==> config.mk <==
export PLATFORM = sky130hd
export DESIGN_NAME = sbs_sequencer
export DESIGN_NICKNAME = d
export VERILOG_FILES = /design/src/hdl/sbs_pkg.sv /design/src/hdl/sbs_beep_if.sv /design/src/hdl/sbs_sequencer.sv /design/src/hdl/sbs_beeper.sv
export SDC_FILE = /design/constraint.sdc
export NUM_CORES = 1
export LEC_CHECK = 0
export BUFFER_PORTS_ARGS = -buffer_cell sky130_fd_sc_hd__buf_4
export CORE_MARGIN = 3
export CORE_UTILIZATION = 38
export CTS_CLUSTER_DIAMETER = 100
export DETAILED_ROUTE_END_ITERATION = 10
export PLACE_DENSITY_LB_ADDON = 0.15
export SYNTH_ARGS = -nofsm -noshare
export SYNTH_HDL_FRONTEND = slang
export SYNTH_SLANG_ARGS = --single-unit
==> constraint.sdc <==
create_clock -name CLK -period 4.1 [get_ports CLK]
set_input_delay 0.205 -clock CLK [delete_from_list [all_inputs] [get_ports CLK]]
set_output_delay 0.205 -clock CLK [all_outputs]
set_load 0.01 [all_outputs]
==> src/hdl/sbs_pkg.sv <==
package sbs_pkg;
	// system clock rate
	localparam int unsigned CLK_HZ        = 250_000_000;
	// hold time that selects test run, in seconds
	localparam int unsigned HOLD_SEC      = 5;
	// window for the next step, in seconds
	localparam int unsigned WINDOW_SEC    = 20;
	// beep lengths, in milliseconds
	localparam int unsigned SHORT_MS      = 100;
	localparam int unsigned LONG_MS       = 600;
	localparam int unsigned GAP_MS        = 100;
	// derived cycle counts
	localparam longint unsigned HOLD_CYC  = longint'(HOLD_SEC) * CLK_HZ;
	localparam longint unsigned WIN_CYC   = longint'(WINDOW_SEC) * CLK_HZ;
	localparam longint unsigned SHORT_CYC = longint'(SHORT_MS) * (CLK_HZ / 1000);
	localparam longint unsigned LONG_CYC  = longint'(LONG_MS) * (CLK_HZ / 1000);
	localparam longint unsigned GAP_CYC   = longint'(GAP_MS) * (CLK_HZ / 1000);
	// feedback sound is on after reset
	localparam logic            FB_RESET  = 1'b1;
	// beep request kinds
	typedef enum logic [1:0] {
		SBS_BP_NONE   = 2'b00,
		SBS_BP_ONE    = 2'b01,
		SBS_BP_TWO    = 2'b10,
		SBS_BP_LONG   = 2'b11
	} sbs_beep_t;
endpackage

==> src/hdl/sbs_beep_if.sv <==
// carries beep requests from the sequencer to the tone generator
interface sbs_beep_if;
	logic                 req;   // one-cycle request
	sbs_pkg::sbs_beep_t   kind;  // pattern to play
	logic                 tone;  // buzzer level
	modport seq (output req, output kind, input tone);
	modport gen (input req, input kind, output tone);
endinterface

==> src/hdl/sbs_sequencer.sv <==
// Behaviour
// RULE1: press from idle starts auto mode at once
// RULE2: hold over five seconds enters test run
// RULE3: one beep at fifth second of hold
// RULE4: new long hold within 20s arms toggle
// RULE5: two beeps at fifth second of hold
// RULE6: each press within 20s inverts feedback sound
// RULE7: long beep means off, short means on
// RULE8: expired window returns idle, keeps setting
module sbs_sequencer #(
	parameter longint unsigned HOLD_CYC  = sbs_pkg::HOLD_CYC,
	parameter longint unsigned WIN_CYC   = sbs_pkg::WIN_CYC,
	parameter longint unsigned SHORT_CYC = sbs_pkg::SHORT_CYC,
	parameter longint unsigned LONG_CYC  = sbs_pkg::LONG_CYC,
	parameter longint unsigned GAP_CYC   = sbs_pkg::GAP_CYC
) (
	// clock and reset
	input  wire logic CLK,
	input  wire logic RST,
	// service button pin, high while pressed
	input  wire logic BTN,
	// operating commands
	output logic      AUTO_START,
	output logic      TEST_RUN,
	// feedback sound setting
	output logic      FB_SOUND,
	// buzzer
	output logic      BUZZER
);
	// sequencer states
	typedef enum logic [2:0] {
		S_IDLE     = 3'b000,  // waiting for a press
		S_HOLD1    = 3'b001,  // first press, timing the hold
		S_TEST     = 3'b010,  // test run, button still held
		S_WAIT2    = 3'b011,  // released, waiting for second hold
		S_HOLD2    = 3'b100,  // timing the second hold
		S_ARMED    = 3'b101,  // toggle stage reached, button held
		S_TOGGLE   = 3'b110   // toggle stage, button released
	} sbs_state_t;

	sbs_state_t  state;       // current state
	logic [2:0]  btn_sync;    // three-stage input synchroniser
	logic        btn;         // filtered button level
	logic        press;       // one-cycle press event
	logic [34:0] tmr;         // hold and window timer
	logic        hold_done;   // hold reached the fifth second
	logic        win_out;     // twenty-second window elapsed
	sbs_beep_if  bp ();       // beep request channel

	// synchroniser; stage 0 feeds only stage 1
	always_ff @(posedge CLK or posedge RST) begin
		if (RST) begin
			btn_sync <= 3'h0;
		end else begin
			btn_sync <= {btn_sync[1:0], BTN};
		end
	end

	// accept a change once the last two stages agree
	always_ff @(posedge CLK or posedge RST) begin
		if (RST) begin
			btn <= 1'b0;
		end else if (btn_sync[1] == btn_sync[2]) begin
			btn <= btn_sync[2];
		end
	end

	// edge of the filtered level
	assign press     = btn_sync[1] & btn_sync[2] & ~btn;
	assign hold_done = (tmr >= 35'(HOLD_CYC - 1));
	assign win_out   = (tmr >= 35'(WIN_CYC - 1));

	// timer restarts on every press and every state change except the returns to S_IDLE
	always_ff @(posedge CLK or posedge RST) begin
		if (RST) begin
			tmr <= 35'h0_0000_0000;
		end else if (press || (state == S_HOLD1 && hold_done) || (state == S_HOLD2 && hold_done)
				|| (state == S_HOLD2 && !btn)  // [RULE8] fresh window after a short second hold
				|| (state == S_TEST && !btn) || (state == S_ARMED && !btn)) begin
			tmr <= 35'h0_0000_0000;
		end else if (!win_out) begin
			tmr <= tmr + 35'h0_0000_0001;
		end
	end

	// main sequence
	always_ff @(posedge CLK or posedge RST) begin
		if (RST) begin
			state <= S_IDLE;
		end else begin
			unique case (state)
				S_IDLE: begin
					if (press) begin
						state <= S_HOLD1;  // [RULE1]
					end
				end
				S_HOLD1: begin
					if (!btn) begin
						state <= S_IDLE;   // short press, auto mode only
					end else if (hold_done) begin
						state <= S_TEST;   // [RULE2]
					end
				end
				S_TEST: begin
					if (!btn) begin
						state <= S_WAIT2;
					end
				end
				S_WAIT2: begin
					if (press) begin
						state <= S_HOLD2;  // [RULE4]
					end else if (win_out) begin
						state <= S_IDLE;   // [RULE8]
					end
				end
				S_HOLD2: begin
					if (!btn) begin
						state <= S_WAIT2;  // too short, window restarts
					end else if (hold_done) begin
						state <= S_ARMED;  // [RULE4]
					end
				end
				S_ARMED: begin
					if (!btn) begin
						state <= S_TOGGLE;
					end
				end
				S_TOGGLE: begin
					if (win_out && !press) begin
						state <= S_IDLE;   // [RULE8]
					end
				end
				default: begin
					state <= S_IDLE;
				end
			endcase
		end
	end

	// operating command pulses
	always_ff @(posedge CLK or posedge RST) begin
		if (RST) begin
			AUTO_START <= 1'b0;
			TEST_RUN   <= 1'b0;
		end else begin
			AUTO_START <= (state == S_IDLE) && press;               // [RULE1]
			TEST_RUN   <= (state == S_HOLD1) && btn && hold_done;  // [RULE2]
		end
	end

	// feedback setting flips on each press in the toggle stage
	always_ff @(posedge CLK or posedge RST) begin
		if (RST) begin
			FB_SOUND <= sbs_pkg::FB_RESET;
		end else if (state == S_TOGGLE && press) begin
			FB_SOUND <= ~FB_SOUND;  // [RULE6]
		end
	end

	// beep requests
	always_ff @(posedge CLK or posedge RST) begin
		if (RST) begin
			bp.req  <= 1'b0;
			bp.kind <= sbs_pkg::SBS_BP_NONE;
		end else if (state == S_HOLD1 && btn && hold_done) begin
			bp.req  <= 1'b1;
			bp.kind <= sbs_pkg::SBS_BP_ONE;   // [RULE3]
		end else if (state == S_HOLD2 && btn && hold_done) begin
			bp.req  <= 1'b1;
			bp.kind <= sbs_pkg::SBS_BP_TWO;   // [RULE5]
		end else if (state == S_TOGGLE && press) begin
			bp.req  <= 1'b1;
			// new value is the inverse of the current one
			bp.kind <= FB_SOUND ? sbs_pkg::SBS_BP_LONG : sbs_pkg::SBS_BP_ONE;  // [RULE7]
		end else begin
			bp.req  <= 1'b0;
		end
	end

	// tone generator
	sbs_beeper #(
		.SHORT_CYC (SHORT_CYC),
		.LONG_CYC  (LONG_CYC),
		.GAP_CYC   (GAP_CYC)
	) u_beep (
		.clk (CLK),
		.rst (RST),
		.bp  (bp.gen)
	);

	// buzzer straight from a flip-flop
	always_ff @(posedge CLK or posedge RST) begin
		if (RST) begin
			BUZZER <= 1'b0;
		end else begin
			BUZZER <= bp.tone;
		end
	end
endmodule

==> src/hdl/sbs_beeper.sv <==
module sbs_beeper #(
	parameter longint unsigned SHORT_CYC = sbs_pkg::SHORT_CYC,
	parameter longint unsigned LONG_CYC  = sbs_pkg::LONG_CYC,
	parameter longint unsigned GAP_CYC   = sbs_pkg::GAP_CYC
) (
	// clock and reset
	input wire logic    clk,
	input wire logic    rst,
	// request side
	sbs_beep_if.gen     bp
);
	logic [31:0] cnt;    // cycles left in current phase
	logic [1:0]  phase;  // remaining tone phases after the current one
	logic        gap;    // currently in silent gap

	// plays one short, two short, or one long tone; new request restarts
	always_ff @(posedge clk or posedge rst) begin
		if (rst) begin
			cnt     <= 32'h0000_0000;
			phase   <= 2'h0;
			gap     <= 1'b0;
			bp.tone <= 1'b0;
		end else if (bp.req) begin
			gap     <= 1'b0;
			bp.tone <= 1'b1;
			phase   <= (bp.kind == sbs_pkg::SBS_BP_TWO) ? 2'h1 : 2'h0;
			cnt     <= (bp.kind == sbs_pkg::SBS_BP_LONG) ? 32'(LONG_CYC) : 32'(SHORT_CYC);
		end else if (cnt > 32'h0000_0001) begin
			cnt <= cnt - 32'h0000_0001;
		end else if (bp.tone && phase != 2'h0) begin
			// end of first tone, insert a gap
			bp.tone <= 1'b0;
			gap     <= 1'b1;
			cnt     <= 32'(GAP_CYC);
		end else if (gap) begin
			// gap over, second tone
			gap     <= 1'b0;
			bp.tone <= 1'b1;
			phase   <= phase - 2'h1;
			cnt     <= 32'(SHORT_CYC);
		end else begin
			bp.tone <= 1'b0;
			cnt     <= 32'h0000_0000;
		end
	end
endmodule

# ---- Word level (Yosys, flattened, before mapping)
# Index checks and enable logic that the tools add are counted.
dict set report word_totals {
  register_bits 85
  out_inout_bits 4
  elab_cells 106
  inputBits 3
  latch_bits 0
  ram_bits 0
  mem_count 0
  romBits 0
}
dict set report classes {
  n_mul 0
  div 0
  reduce_logical 26
  addsub 3
  shift 0
  n_bitwise 4
  mux 37
  order_cmp 3
  n_eq_ne 19
}
# op n
set ops {}
lappend ops {{2-to-1 mux 32 bit} 3}
lappend ops {{2-to-1 mux 35 bit} 2}
lappend ops {{adder 35 x 1 -> 35 bit, second input constant} 1}
lappend ops {{greater-or-equal comparator 35 x 31 -> 1 bit, second input constant} 1}
lappend ops {{greater-or-equal comparator 35 x 33 -> 1 bit, second input constant} 1}
lappend ops {{greater-than comparator 32 x 1 -> 1 bit, second input constant} 1}
lappend ops {{subtractor 32 x 1 -> 32 bit, second input constant} 1}
lappend ops {{2-to-1 mux 3 bit} 10}
lappend ops {{2-to-1 mux 28 bit} 1}
lappend ops {{2-to-1 mux 25 bit} 1}
lappend ops {{case mux 3 bit (7 select lines)} 1}
lappend ops {{2-to-1 mux 2 bit} 8}
lappend ops {{logical AND 1 bit} 13}
lappend ops {{inequality test 2 bit, second input constant} 6}
lappend ops {{2-to-1 mux 1 bit} 11}
lappend ops {{== test 3 bit, second input constant} 3}
lappend ops {{inequality test 3 bit, second input constant} 3}
lappend ops {{AND reduction 7 bit} 1}
lappend ops {{== test 3 x 2 -> 1 bit, second input constant} 2}
lappend ops {{logical OR 1 bit} 5}
lappend ops {{== test 2 bit, second input constant} 2}
lappend ops {{nonzero test 2 bit} 2}
lappend ops {{== test 3 x 1 -> 1 bit, second input constant} 1}
lappend ops {{logical NOT 3 bit} 1}
lappend ops {{8 further kinds} 11}

# ---- Longest topological paths before layout
# Gate-level depths: netlist of the first run.
dict set report logic_depth {
  depth_word 8
  mapped_depth 10
  mapped_depth_nobuf 9
}

# ---- Modules after synthesis
# A second synthesis of the first run with hierarchy kept.
dict set report hier_totals {
  cells_unflattened 488
  area_unflattened_um2 4575.6
}
# module area_each_um2 seq_area_each_um2 instances cells_per_inst
set modules_own_cells {}
lappend modules_own_cells {sbs_sequencer 2687.6 1227.4 1 295}
lappend modules_own_cells {sbs_beeper 1888.1 900.9 1 193}

# ---- Worst setup path after synthesis of the first run
# No wires, ideal clock.
dict set report synth_path {
  kind {register to register}
  startpoint {register u_beep.cnt[8]}
  endpoint {register u_beep.cnt[31]}
  setup_ns 0.077
  required_time_ns 4.023
  n_path_buf 0
  synth_period_minus_slack_ns 2.127
  setup_slack_ns 1.973
  arrival_time_ns 2.050
  path_stages_with_launch 7
  cell_sequence {dfrtp_1 or4_4 and4bb_1 and3_1 nand3b_2 or3_1 a21oi_1}
}
dict set report synth_via {
  elab_chain_cells 3
  elab_cells_between_ends 4
  classes_between {1 x add/sub; 1 x order compare; 2 x mux}
}
# element line
set synth_rtl {}
lappend synth_rtl {{start: declaration} sbs_beeper.sv:12} ;# logic [31:0] cnt;
lappend synth_rtl {{start signal: assignment} sbs_beeper.sv:27} ;# cnt <= (bp.kind == sbs_pkg::SBS_BP_LONG) ? 32'(LONG_CYC) : 32'(SHORT_CYC);
lappend synth_rtl {{start signal: assignment} sbs_beeper.sv:29} ;# cnt <= cnt - 32'h0000_0001;
lappend synth_rtl {{start signal: assignment} sbs_beeper.sv:34} ;# cnt <= 32'(GAP_CYC);
lappend synth_rtl {{subtractor 32 x 1 -> 32 bit / greater-than comparator 32 x 1 -> 1 bit (equally long branches)} {sbs_beeper.sv:29, sbs_beeper.sv:28}}
lappend synth_rtl {{2-to-1 mux 32 bit (*)} sbs_beeper.sv:28} ;# end else if (cnt > 32'h0000_0001) begin
lappend synth_rtl {{2-to-1 mux 32 bit (*)} sbs_beeper.sv:23} ;# end else if (bp.req) begin
# Mark *: on every way between the ends. The rest lies on a longest branch, timed or not.
# A chain may end at the register's enable or synchronous reset.

# ---- Final worst setup path of the first run
dict set report layout_path {
  startpoint {register u_beep.cnt[12]}
  endpoint {register u_beep.cnt[18]}
}
# The elaborated chain is that of the path after synthesis.

==> results.json, run 1 <==
{
  "drv_slew": 0,
  "yosys_warnings": 0,
  "pwr-share-comb_pct": 5.5,
  "hold_violations": 39,
  "p_seq_share_pct": 49.1,
  "cts-root-buf": "clkbuf_16",
  "synth-edff-count": 0,
  "antenna_found_initial": 0,
  "drc": 0,
  "critPathMaxFanout": 26,
  "cts_tree": "done",
  "peakVddDrop_v": 0.000300,
  "p_switching_w": 0.000421,
  "cp.required_ps": 4300,
  "diodes": 0,
  "synth-main-ff-cell": "dfrtp_1",
  "post-place-ws_ps": 1460,
  "holdWs_ps": -32.0,
  "cts.sinks": 85,
  "htree_levels": 3,
  "internal_power_w": 0.00141,
  "drt_iter0_drc": 133,
  "worstMarginPinSlew_ps": 734,
  "ff2ff_path_depth": 5,
  "fp.dieArea_sq_um": 13000,
  "met3_usage_pct": 3.50,
  "routed_wl_microns": 8670,
  "synth_top_cell_by_area": "dfrtp_1",
  "postCtsSetupBuffers": 0,
  "cp_data_arrival_time_ps": 2850,
  "use_met2_pct": 23.2,
  "setup.worst_path.start_class": "flop",
  "grt_max_degree": 46,
  "grt-ovfl-total": 0,
  "synth_top_family_by_area": "simple AND/OR/NAND/NOR gates",
  "boundaryPins": 7,
  "period_minus_slack_ps": 2660,
  "synthSimpleGateAreaFrac_pct": 24.8,
  "max_clock_freq_mhz": 377,
  "ys_seq_elements": 85,
  "synth_compound_area_share_pct": 9.81,
  "gp_congestion": 0.765,
  "layout-drive-gt1-share_pct": 8.39,
  "grt_pass1_wl_microns": 15400,
  "synthTopCellsByCount": "84 x dfrtp_1, 83 x nor2_1, 30 x o21ai_0, 30 x xnor2_1",
  "finalCritPeriodShare_pct": 64.8,
  "setup_viol": 0,
  "nNetsFinal": 480,
  "switching_share_pct": 23.0,
  "ant_nets": 0,
  "clk_latency_ps": 340,
  "yosys-mux-area-fraction_pct": 0.735,
  "relSlewSlack_pct": 50.6,
  "firstDrtPassIters": 4,
  "setup_slack_ps": 1440,
  "worstHoldPathType": "input port to async pin",
  "failed_checks": "hold timing",
  "grt_use_met1_pct": 19.2,
  "yosysUniqueCellTypes": 54,
  "ys_seq_area_share_pct": 48.1,
  "grt_pass1_vias": 3245,
  "vias_per_cell": 5.24,
  "syn_avg_cell_area_sq_um": 9.40,
  "rows": 38,
  "syn_inst": 471,
  "syn_to_final_growth_pct": 10.3,
  "p_per_area_nw_per_um2": 376,
  "wl_per_cell_microns": 14.0,
  "die_h_microns": 114,
  "synth_area_sq_um": 4430,
  "cts-resized-gates": 0,
  "dieWidth_microns": 114,
  "grt-busiest-layer": "met2",
  "post-route-util_pct": 43.9,
  "crit_type": "flop to flop",
  "rsz0062_at_grt": "false",
  "synth-xor-area-share_pct": 11.3,
  "cts_made_buffers": 9,
  "start_util_pct": 39.8,
  "placed_cell_area_sq_um": 4560,
  "cp-end-kind": "flop",
  "drv_cap": 0,
  "status": "finished, violations left",
  "clkSlewWorstSetupHoldPaths_ps": 60,
  "track_usage_pct": 14.6,
  "io_buffers": 6,
  "netlist_top_cells_area": "dfrtp_1 47%, nor2_1 7.0%, xnor2_1 5.9%, xor2_1 5.3%, o21ai_0 3.4%",
  "fin_skew_ps": 6.58,
  "hpwl_microns": 5810,
  "synth_top_area_share_pct": 47.5,
  "async_flop_share_pct": 100,
  "core_sq_um": 11100,
  "cts_buffer_depth": 2,
  "synth_most_common_cell": "dfrtp_1",
  "fin_setup_tns_ps": 0,
  "synthAdderAreaFrac_pct": 1.41,
  "p_leak_nw": 2.35,
  "vias": 3232,
  "hold_buffers": 1,
  "p_clk_share_pct": 45.5,
  "syn_nets": 479,
  "fin_area_sq_um": 4880
}
==> cell type report <==
| class | instances | area (sq um) |
|---|---|---|
| clock buffers | 12 | 256 |
| clock inverters | 4 | 55.1 |
| fillers | 1095 | 6240 |
| inverters | 15 | 57.6 |
| multi-input cells | 351 | 2130 |
| flip-flops and latches | 85 | 2130 |
| well taps | 140 | 175 |
| repair buffers | 10 | 77.6 |
==> stage by stage <==
step	total power (W)	hold slack, ps	std cells
floorplan	0.000992	236	471
global placement	0.00101	316	600
detailed placement	0.00102	317	600
CTS	0.00187	4.82	617
global route	0.00192	38.5	617
finish	0.00184	-32.0	617
==> critical path, cell delays in order (launching register included) <==
cell and delay, ps:
dfrtp_1 410, or4_1 570, nor3_1 400, and4_1 480, or2_2 480, o21ai_0 170
==> cells in the final DEF (no fill, tap or decap), types with 3 or more instances in the layout <==
cell type,Yosys,layout
a21oi_1,11,11
nor4_1,7,7
ha_1,5,5
nor3_1,14,14
dfrtp_1,84,84
nand2b_1,6,6
or2_2,3,3
or3_1,4,4
nand4_1,14,14
and4_1,4,4
nand3_1,20,20
or4_1,3,3
buf_4,0,9
a211o_1,4,4
xor2_1,27,27
xnor2_1,30,30
inv_1,15,14
and3_1,9,9
nor2b_1,8,8
nand2_1,27,27
clkbuf_16,0,9
nor2_1,83,83
and2_1,3,3
a211oi_1,5,5
o21ai_0,30,30
==> path summary, 6_finish.rpt <==
check / start / endpoint / slack (ps)
setup / recovery: u_beep.cnt[12] / u_beep.cnt[18] / 1440
hold / removal: RST / u_beep.cnt[29] / -30
setup reg to reg: u_beep.cnt[12] / u_beep.cnt[18] / 1440
hold reg to reg: btn_sync[0] / btn_sync[1] / 350
max in group asynchronous: RST / tmr[9] / 3110
min in group CLK: btn_sync[0] / btn_sync[1] / 350
==> per-layer routing <==
metal	up-vias	share of wire [%]
li1	1621	-
met1	1567	50
met2	33	46
met3	11	2.5
met4	0	2.0
met5	-	0
==> registers in the layout (all words and copies together), names as in the netlist, 2 cells and up <==
signal and count:
u_beep.phase 2, tmr 35, bp.kind 2, state 3
btn_sync 3, u_beep.cnt 32
==> cell families after synthesis <==
family / count (synthesis)
AO/OA/AOI/OAI: 69
XOR/XNOR: 57
adder cells (fa/ha/maj): 5
buffers and inverters: 35
flip-flops: 85
multiplexers: 3
AND/OR/NAND/NOR: 217
==> power groups by stage <==
stage                     Clock (W)  Sequential [W]  Combinational (W)
after floorplan                   0        0.000902          0.0000893
after global placement            0        0.000913          0.0000993
after detailed placement          0        0.000914           0.000103
after CTS                  0.000868        0.000899           0.000104
after global routing       0.000894        0.000905           0.000121
final                      0.000835        0.000900           0.000100
Note: power is estimated with default switching activity, not from simulation.
==> run 2, diff against run 1 <==
ABC_AREA = 1   (was default)
clock period = 2.3 ns   (was 4.1 ns; I/O delays follow)
==> run 2 against run 1 <==
Global-route usage is 4.3 points higher; flip-flop and latch count did not move; die area increased by 27%; clock power rose by 88%; the flow now finishes without violations.
==> results.json, run 2 <==
{
  "cp-end-kind": "flop",
  "cp_slowest_stage_delay_ps": 400,
  "yosys_warnings": 0,
  "rsz0062_at_grt": "false",
  "cpLargestDelayFamily": "simple AND/OR/NAND/NOR gates",
  "worstHoldPathType": "flop to flop",
  "ant_nets": 0,
  "hold_violations": 0,
  "grt_max_degree": 61,
  "ys_seq_elements": 85,
  "p_per_area_nw_per_um2": 833,
  "crit_slowest_cell": "dfrtp_1",
  "die_h_microns": 129,
  "crit_type": "flop to flop",
  "start_util_pct": 39.0,
  "path_common_cell": "nand2_1",
  "grt_pass1_vias": 5293,
  "period_minus_slack_ps": 2090,
  "cts_buffer_depth": 2,
  "fp.dieArea_sq_um": 16500,
  "routed_wl_microns": 14600,
  "nNetsFinal": 844,
  "ys_seq_area_share_pct": 37.3,
  "cp.required_ps": 2520,
  "track_usage_pct": 18.9,
  "vias": 5237,
  "register_area_sq_um": 2130,
  "wl_per_cell_microns": 14.3,
  "synth_area_sq_um": 5710,
  "synth-edff-count": 0,
  "vias_per_cell": 5.11,
  "fin_skew_ps": 8.24,
  "p_leak_nw": 3.19,
  "setup_viol": 0,
  "synth_top_area_share_pct": 36.8,
  "diodes": 0,
  "hpwl_microns": 11100,
  "finalCritPeriodShare_pct": 90.8,
  "postCtsSetupBuffers": 0,
  "grt_pass1_wl_microns": 25200,
  "max_clock_freq_mhz": 479,
  "antenna_found_initial": 0,
  "final_common_cell": "nand2_1",
  "syn_inst": 829,
  "netlist_top_cells_area": "dfrtp_1 37%, nand2_1 15%, nor2_1 8.9%, nand4_1 8.4%, inv_1 7.0%",
  "drt_iter0_drc": 380,
  "syn_nets": 837,
  "largest_reg_flops": 35,
  "async_flop_share_pct": 100,
  "drv_slew": 0,
  "critPathMaxFanout": 11,
  "synth_top_cell_by_area": "dfrtp_1",
  "largestRegisters": "tmr x35, u_beep.cnt x32",
  "yosysUniqueCellTypes": 38,
  "holdWs_ps": 356,
  "layout-drive-gt1-share_pct": 9.04,
  "synth_most_common_cell": "nand2_1",
  "final_cell_mix": "223 x nand2_1, 135 x nor2_1, 105 x inv_1",
  "cts.sinks": 85,
  "syn_avg_cell_area_sq_um": 6.89,
  "p_total_w": 0.00529,
  "fin_setup_tns_ps": 0,
  "synthTopCellsByCount": "223 x nand2_1, 135 x nor2_1, 106 x inv_1",
  "status": "finished clean",
  "cp_num_buf_inv": 2,
  "relSlewSlack_pct": 57.9,
  "clk_latency_ps": 340,
  "dieWidth_microns": 129,
  "boundaryPins": 7,
  "gp_congestion": 0.987,
  "worstMarginPinSlew_ps": 630,
  "io_buffers": 6,
  "firstDrtPassIters": 5,
  "core_sq_um": 14600,
  "grt-ovfl-total": 0,
  "peakVddDrop_v": 0.000368,
  "cts-root-buf": "clkbuf_16",
  "drc": 0,
  "htree_levels": 3,
  "regMostFlops": "tmr",
  "synth-main-ff-cell": "dfrtp_1",
  "syn_to_final_growth_pct": 11.2,
  "setup.worst_path.start_class": "flop",
  "clkSlewWorstSetupHoldPaths_ps": 70,
  "cts_tree": "done",
  "drv_cap": 0,
  "cp_cell_sequence": "inv_1 > ha_1 > nand3_1 > nor2_4 > nand2_1 > nand2_1 > nand3_2 > nand2_4 > buf_4 > o21ai_0",
  "fillers": 1503,
  "cts_made_buffers": 9,
  "cp_data_arrival_time_ps": 2300,
  "multiInputGateArea_sq_um": 3010,
  "rows": 44
}
[run 2: cell count changes after synthesis, moves of 11 or more]
cell,delta
inv_1,+91
nand2_1,+196
nand3_1,+19
nand4_1,+63
nor2_1,+52
o21ai_0,-11
xnor2_1,-21
[run 2: logic make-up after synthesis]
kind of cell | Yosys count | synth area share [%]
xor gates and xnor gates | 40 | 6.14
adders and majority gates | 5 | 1.10
buffers and inverters | 140 | 10.3
DFF | 85 | 37.3
and+or+nand+nor | 519 | 41.0
AOI/OAI and AO/OA | 40 | 4.25
[run 2: layout make-up]
class	count	share of cell area (%)
clock buffer	11	3.98
clock inverter	5	1.02
inverter	114	6.80
multi-input combinational	604	47.4
sequential	85	33.5
tap	184	3.63
timing repair buffer	22	3.67
[run 2: routing by layer]
metal  wire length, microns  track usage [%]
met5                      0                0
met3                    415             3.24
met2                   6740             31.7
met1                   6960             24.1
met4                    500             7.97
[run 2: timing repair]
item                       in CTS  in global routing
gates resized for setup         0                  3
setup endpoints to repair       0                 24
hold buffers                    2                  0
hold endpoints to repair       26                  0
[run 2: worst paths after layout]
path                                      end           from  cells past startpoint  slack (ps)
worst max-delay path            u_beep.cnt[6]  u_beep.cnt[0]                     10         210
worst min-delay path              btn_sync[1]    btn_sync[0]                      0         360
worst max register to register  u_beep.cnt[6]  u_beep.cnt[0]                     10         210
worst min register to register    btn_sync[1]    btn_sync[0]                      0         360
max in group asynchronous            FB_SOUND            RST                      4        1160
min in group asynchronous             tmr[15]            RST                      3         420
[run 2: report_power, final]
| part | leakage (nW) | internal (W) | switching, W |
|---|---|---|---|
| registers | 1.11 | 0.00185 | 0.000343 |
| clock network | 0.150 | 0.000913 | 0.000652 |
| logic | 1.93 | 0.000586 | 0.000944 |
| total | 3.19 | 0.00335 | 0.00194 |
[run 2: through the flow]
step / setup WS, ps / std cells / cell area (sq um) / utilization [%]
floorplan: 460 / 829 / 5710 / -
global placement: 217 / 1007 / 6000 / 41.0
detailed placement: 138 / 1007 / 6000 / 41.0
CTS: 124 / 1025 / 6340 / 43.3
global route: 19.0 / 1025 / 6350 / 43.4
finish: 212 / 1025 / 6350 / 43.4
[run 2: worst reg2reg max path: stages, from the launching register on]
cell     delay (ps)
dfrtp_1         400
inv_1            90
ha_1            230
nand3_1         180
nor2_4          160
nand2_1         130
nand2_1         140
nand3_2         160
nand2_4         180
buf_4           200
o21ai_0         100
==> run 3, diff against run 2 <==
CTS_BUF_LIST = sky130_fd_sc_hd__clkbuf_2   (was default)
==> run 3 against run 2 <==
First-iteration DRC count decreased by 6.1%; combinational power about the same; clock-buffer cell count down 2; power decreased by 14%; critical path depth unchanged.
==> results.json, run 3 (synthesis results as in run 2) <==
{
  "status": "finished clean",
  "rsz0062_at_grt": "false",
  "switching_share_pct": 41.2,
  "grt_pass1_wl_microns": 25200,
  "cp-end-kind": "flop",
  "antenna_found_initial": 1,
  "pwr-share-comb_pct": 33.5,
  "internal_power_w": 0.00269,
  "boundaryPins": 7,
  "io_buffers": 6,
  "drt_iter0_drc": 357,
  "r2r_setup_slack_ps": 210,
  "hpwl_microns": 11100,
  "grt_pass1_vias": 5295,
  "syn_to_final_growth_pct": 7.91,
  "track_usage_pct": 18.9,
  "layout-drive-gt1-share_pct": 9.14,
  "cts_made_buffers": 9,
  "max_clock_freq_mhz": 478,
  "crit_type": "flop to flop",
  "drv_slew": 0,
  "drc": 0,
  "die_h_microns": 129,
  "path_common_cell": "nand2_1",
  "stdcell_count": 1027,
  "fin_setup_tns_ps": 0,
  "p_clk_share_pct": 18.5,
  "cp_data_arrival_time_ps": 2600,
  "gp_congestion": 0.987,
  "hold_violations": 0,
  "fp.dieArea_sq_um": 16500,
  "p_seq_share_pct": 48.0,
  "fin_skew_ps": 46.8,
  "core_sq_um": 14600,
  "numPlacedInstances": 1007,
  "largest_reg_flops": 35,
  "clkSlewWorstSetupHoldPaths_ps": 250,
  "vias_per_cell": 5.10,
  "crit_slowest_cell": "dfrtp_1",
  "cp_slowest_stage_delay_ps": 460,
  "finalCritPeriodShare_pct": 90.9,
  "nNetsFinal": 845,
  "grt_max_degree": 61,
  "final_cell_mix": "223 x nand2_1, 134 x nor2_1, 105 x inv_1",
  "final_common_cell": "nand2_1",
  "start_util_pct": 39.0,
  "worstMarginPinSlew_ps": 633,
  "clk_latency_ps": 610,
  "period_minus_slack_ps": 2090,
  "routed_wl_microns": 14600,
  "cts-root-buf": "clkbuf_2",
  "cp_num_buf_inv": 2,
  "critPathMaxFanout": 11,
  "grt-ovfl-total": 0,
  "worstHoldPathType": "input port to async pin",
  "htree_levels": 3,
  "firstDrtPassIters": 6,
  "regMostFlops": "tmr",
  "wl_per_cell_microns": 14.2,
  "p_per_area_nw_per_um2": 742,
  "fillers": 1536,
  "cp.required_ps": 2810,
  "cp_cell_sequence": "inv_1 > ha_1 > nand3_1 > nor2_4 > nand2_1 > nand2_1 > nand3_2 > nand2_4 > buf_4 > o21ai_0",
  "cts_tree": "done",
  "setup_viol": 0,
  "peakVddDrop_v": 0.000334,
  "p_leak_nw": 3.11,
  "drv_cap": 0,
  "largestRegisters": "tmr x35, u_beep.cnt x32",
  "dieWidth_microns": 129,
  "rows": 44,
  "p_switching_w": 0.00188,
  "setup.worst_path.start_class": "flop",
  "post-route-util_pct": 42.1,
  "vias": 5238,
  "ant_nets": 0,
  "cts_buffer_depth": 2,
  "relSlewSlack_pct": 57.7,
  "cpLargestDelayFamily": "simple AND/OR/NAND/NOR gates",
  "cts.sinks": 85
}
## run 3: changes by cell type in the layout (fill, tap and decap cells not counted), moves of 2 or more
| cell | change |
|---|---|
| clkinv_1 | +2 |
| clkbuf_2 | +9 |
| clkbuf_16 | -9 |
| clkbuf_8 | -2 |
## run 3: timing repair
action                                 in CTS  in global routing
endpoints found under the hold margin      40                  0
hold buffers                                2                  0
gates resized for setup                     0                  5
setup endpoints to repair                   0                 26
setup buffers                               0                  1
## run 3: path summary, 6_finish.rpt
path	startpoint	end	cells after the start
worst min register to register	btn_sync[0]	btn_sync[1]	0
min in group CLK	BTN	btn_sync[0]	2
worst min-delay path	RST	tmr[17]	3
worst max-delay path	u_beep.cnt[0]	u_beep.cnt[6]	10
worst max register to register	u_beep.cnt[0]	u_beep.cnt[6]	10
max in group asynchronous	RST	u_beep.cnt[0]	4
## run 3: power groups by stage
stage	logic (W)	registers, W	clock network, W
2_1_floorplan	0.00120	0.00213	0
3_3_place_gp	0.00147	0.00221	0
3_5_place_dp	0.00151	0.00222	0
4_1_cts	0.00152	0.00218	0.000887
5_1_grt	0.00176	0.00225	0.000943
6_report	0.00153	0.00219	0.000846
## run 3: area by class of cell
class | count | area, sq um | share of cell area, %
sequential | 85 | 2130 | 34.6
tap | 184 | 230 | 3.74
antenna | 1 | 2.50 | 0.0406
inverter | 114 | 432 | 7.01
clock inverter | 7 | 72.6 | 1.18
multi-input combinational | 604 | 3010 | 48.9
clock buffer | 9 | 45.0 | 0.731
timing repair buffer | 23 | 240 | 3.90
## run 3: through the flow
step	power (W)	hold WS, ps	setup slack, ps	area, sq um
after floorplan	0.00333	146	460	5710
after global placement	0.00368	228	217	6000
after detailed placement	0.00373	228	138	6000
after CTS	0.00459	89.9	100	6140
after global routing	0.00495	69.1	6.80	6160
final	0.00457	119	209	6160
## run 3: routing by layer
layer	global-route usage, %	vias to the layer above	wire length, microns
met4	8.46	0	467
met5	0	-	0
met2	32.0	103	6820
li1	-	2661	-
met3	2.57	39	382
met1	24.2	2435	6960
## run 3: worst reg2reg max path, cell delays in order (launching register included)
cell     delay (ps)
dfrtp_1         460
inv_1            90
ha_1            230
nand3_1         180
nor2_4          160
nand2_1         130
nand2_1         140
nand3_2         160
nand2_4         180
buf_4           200
o21ai_0         100
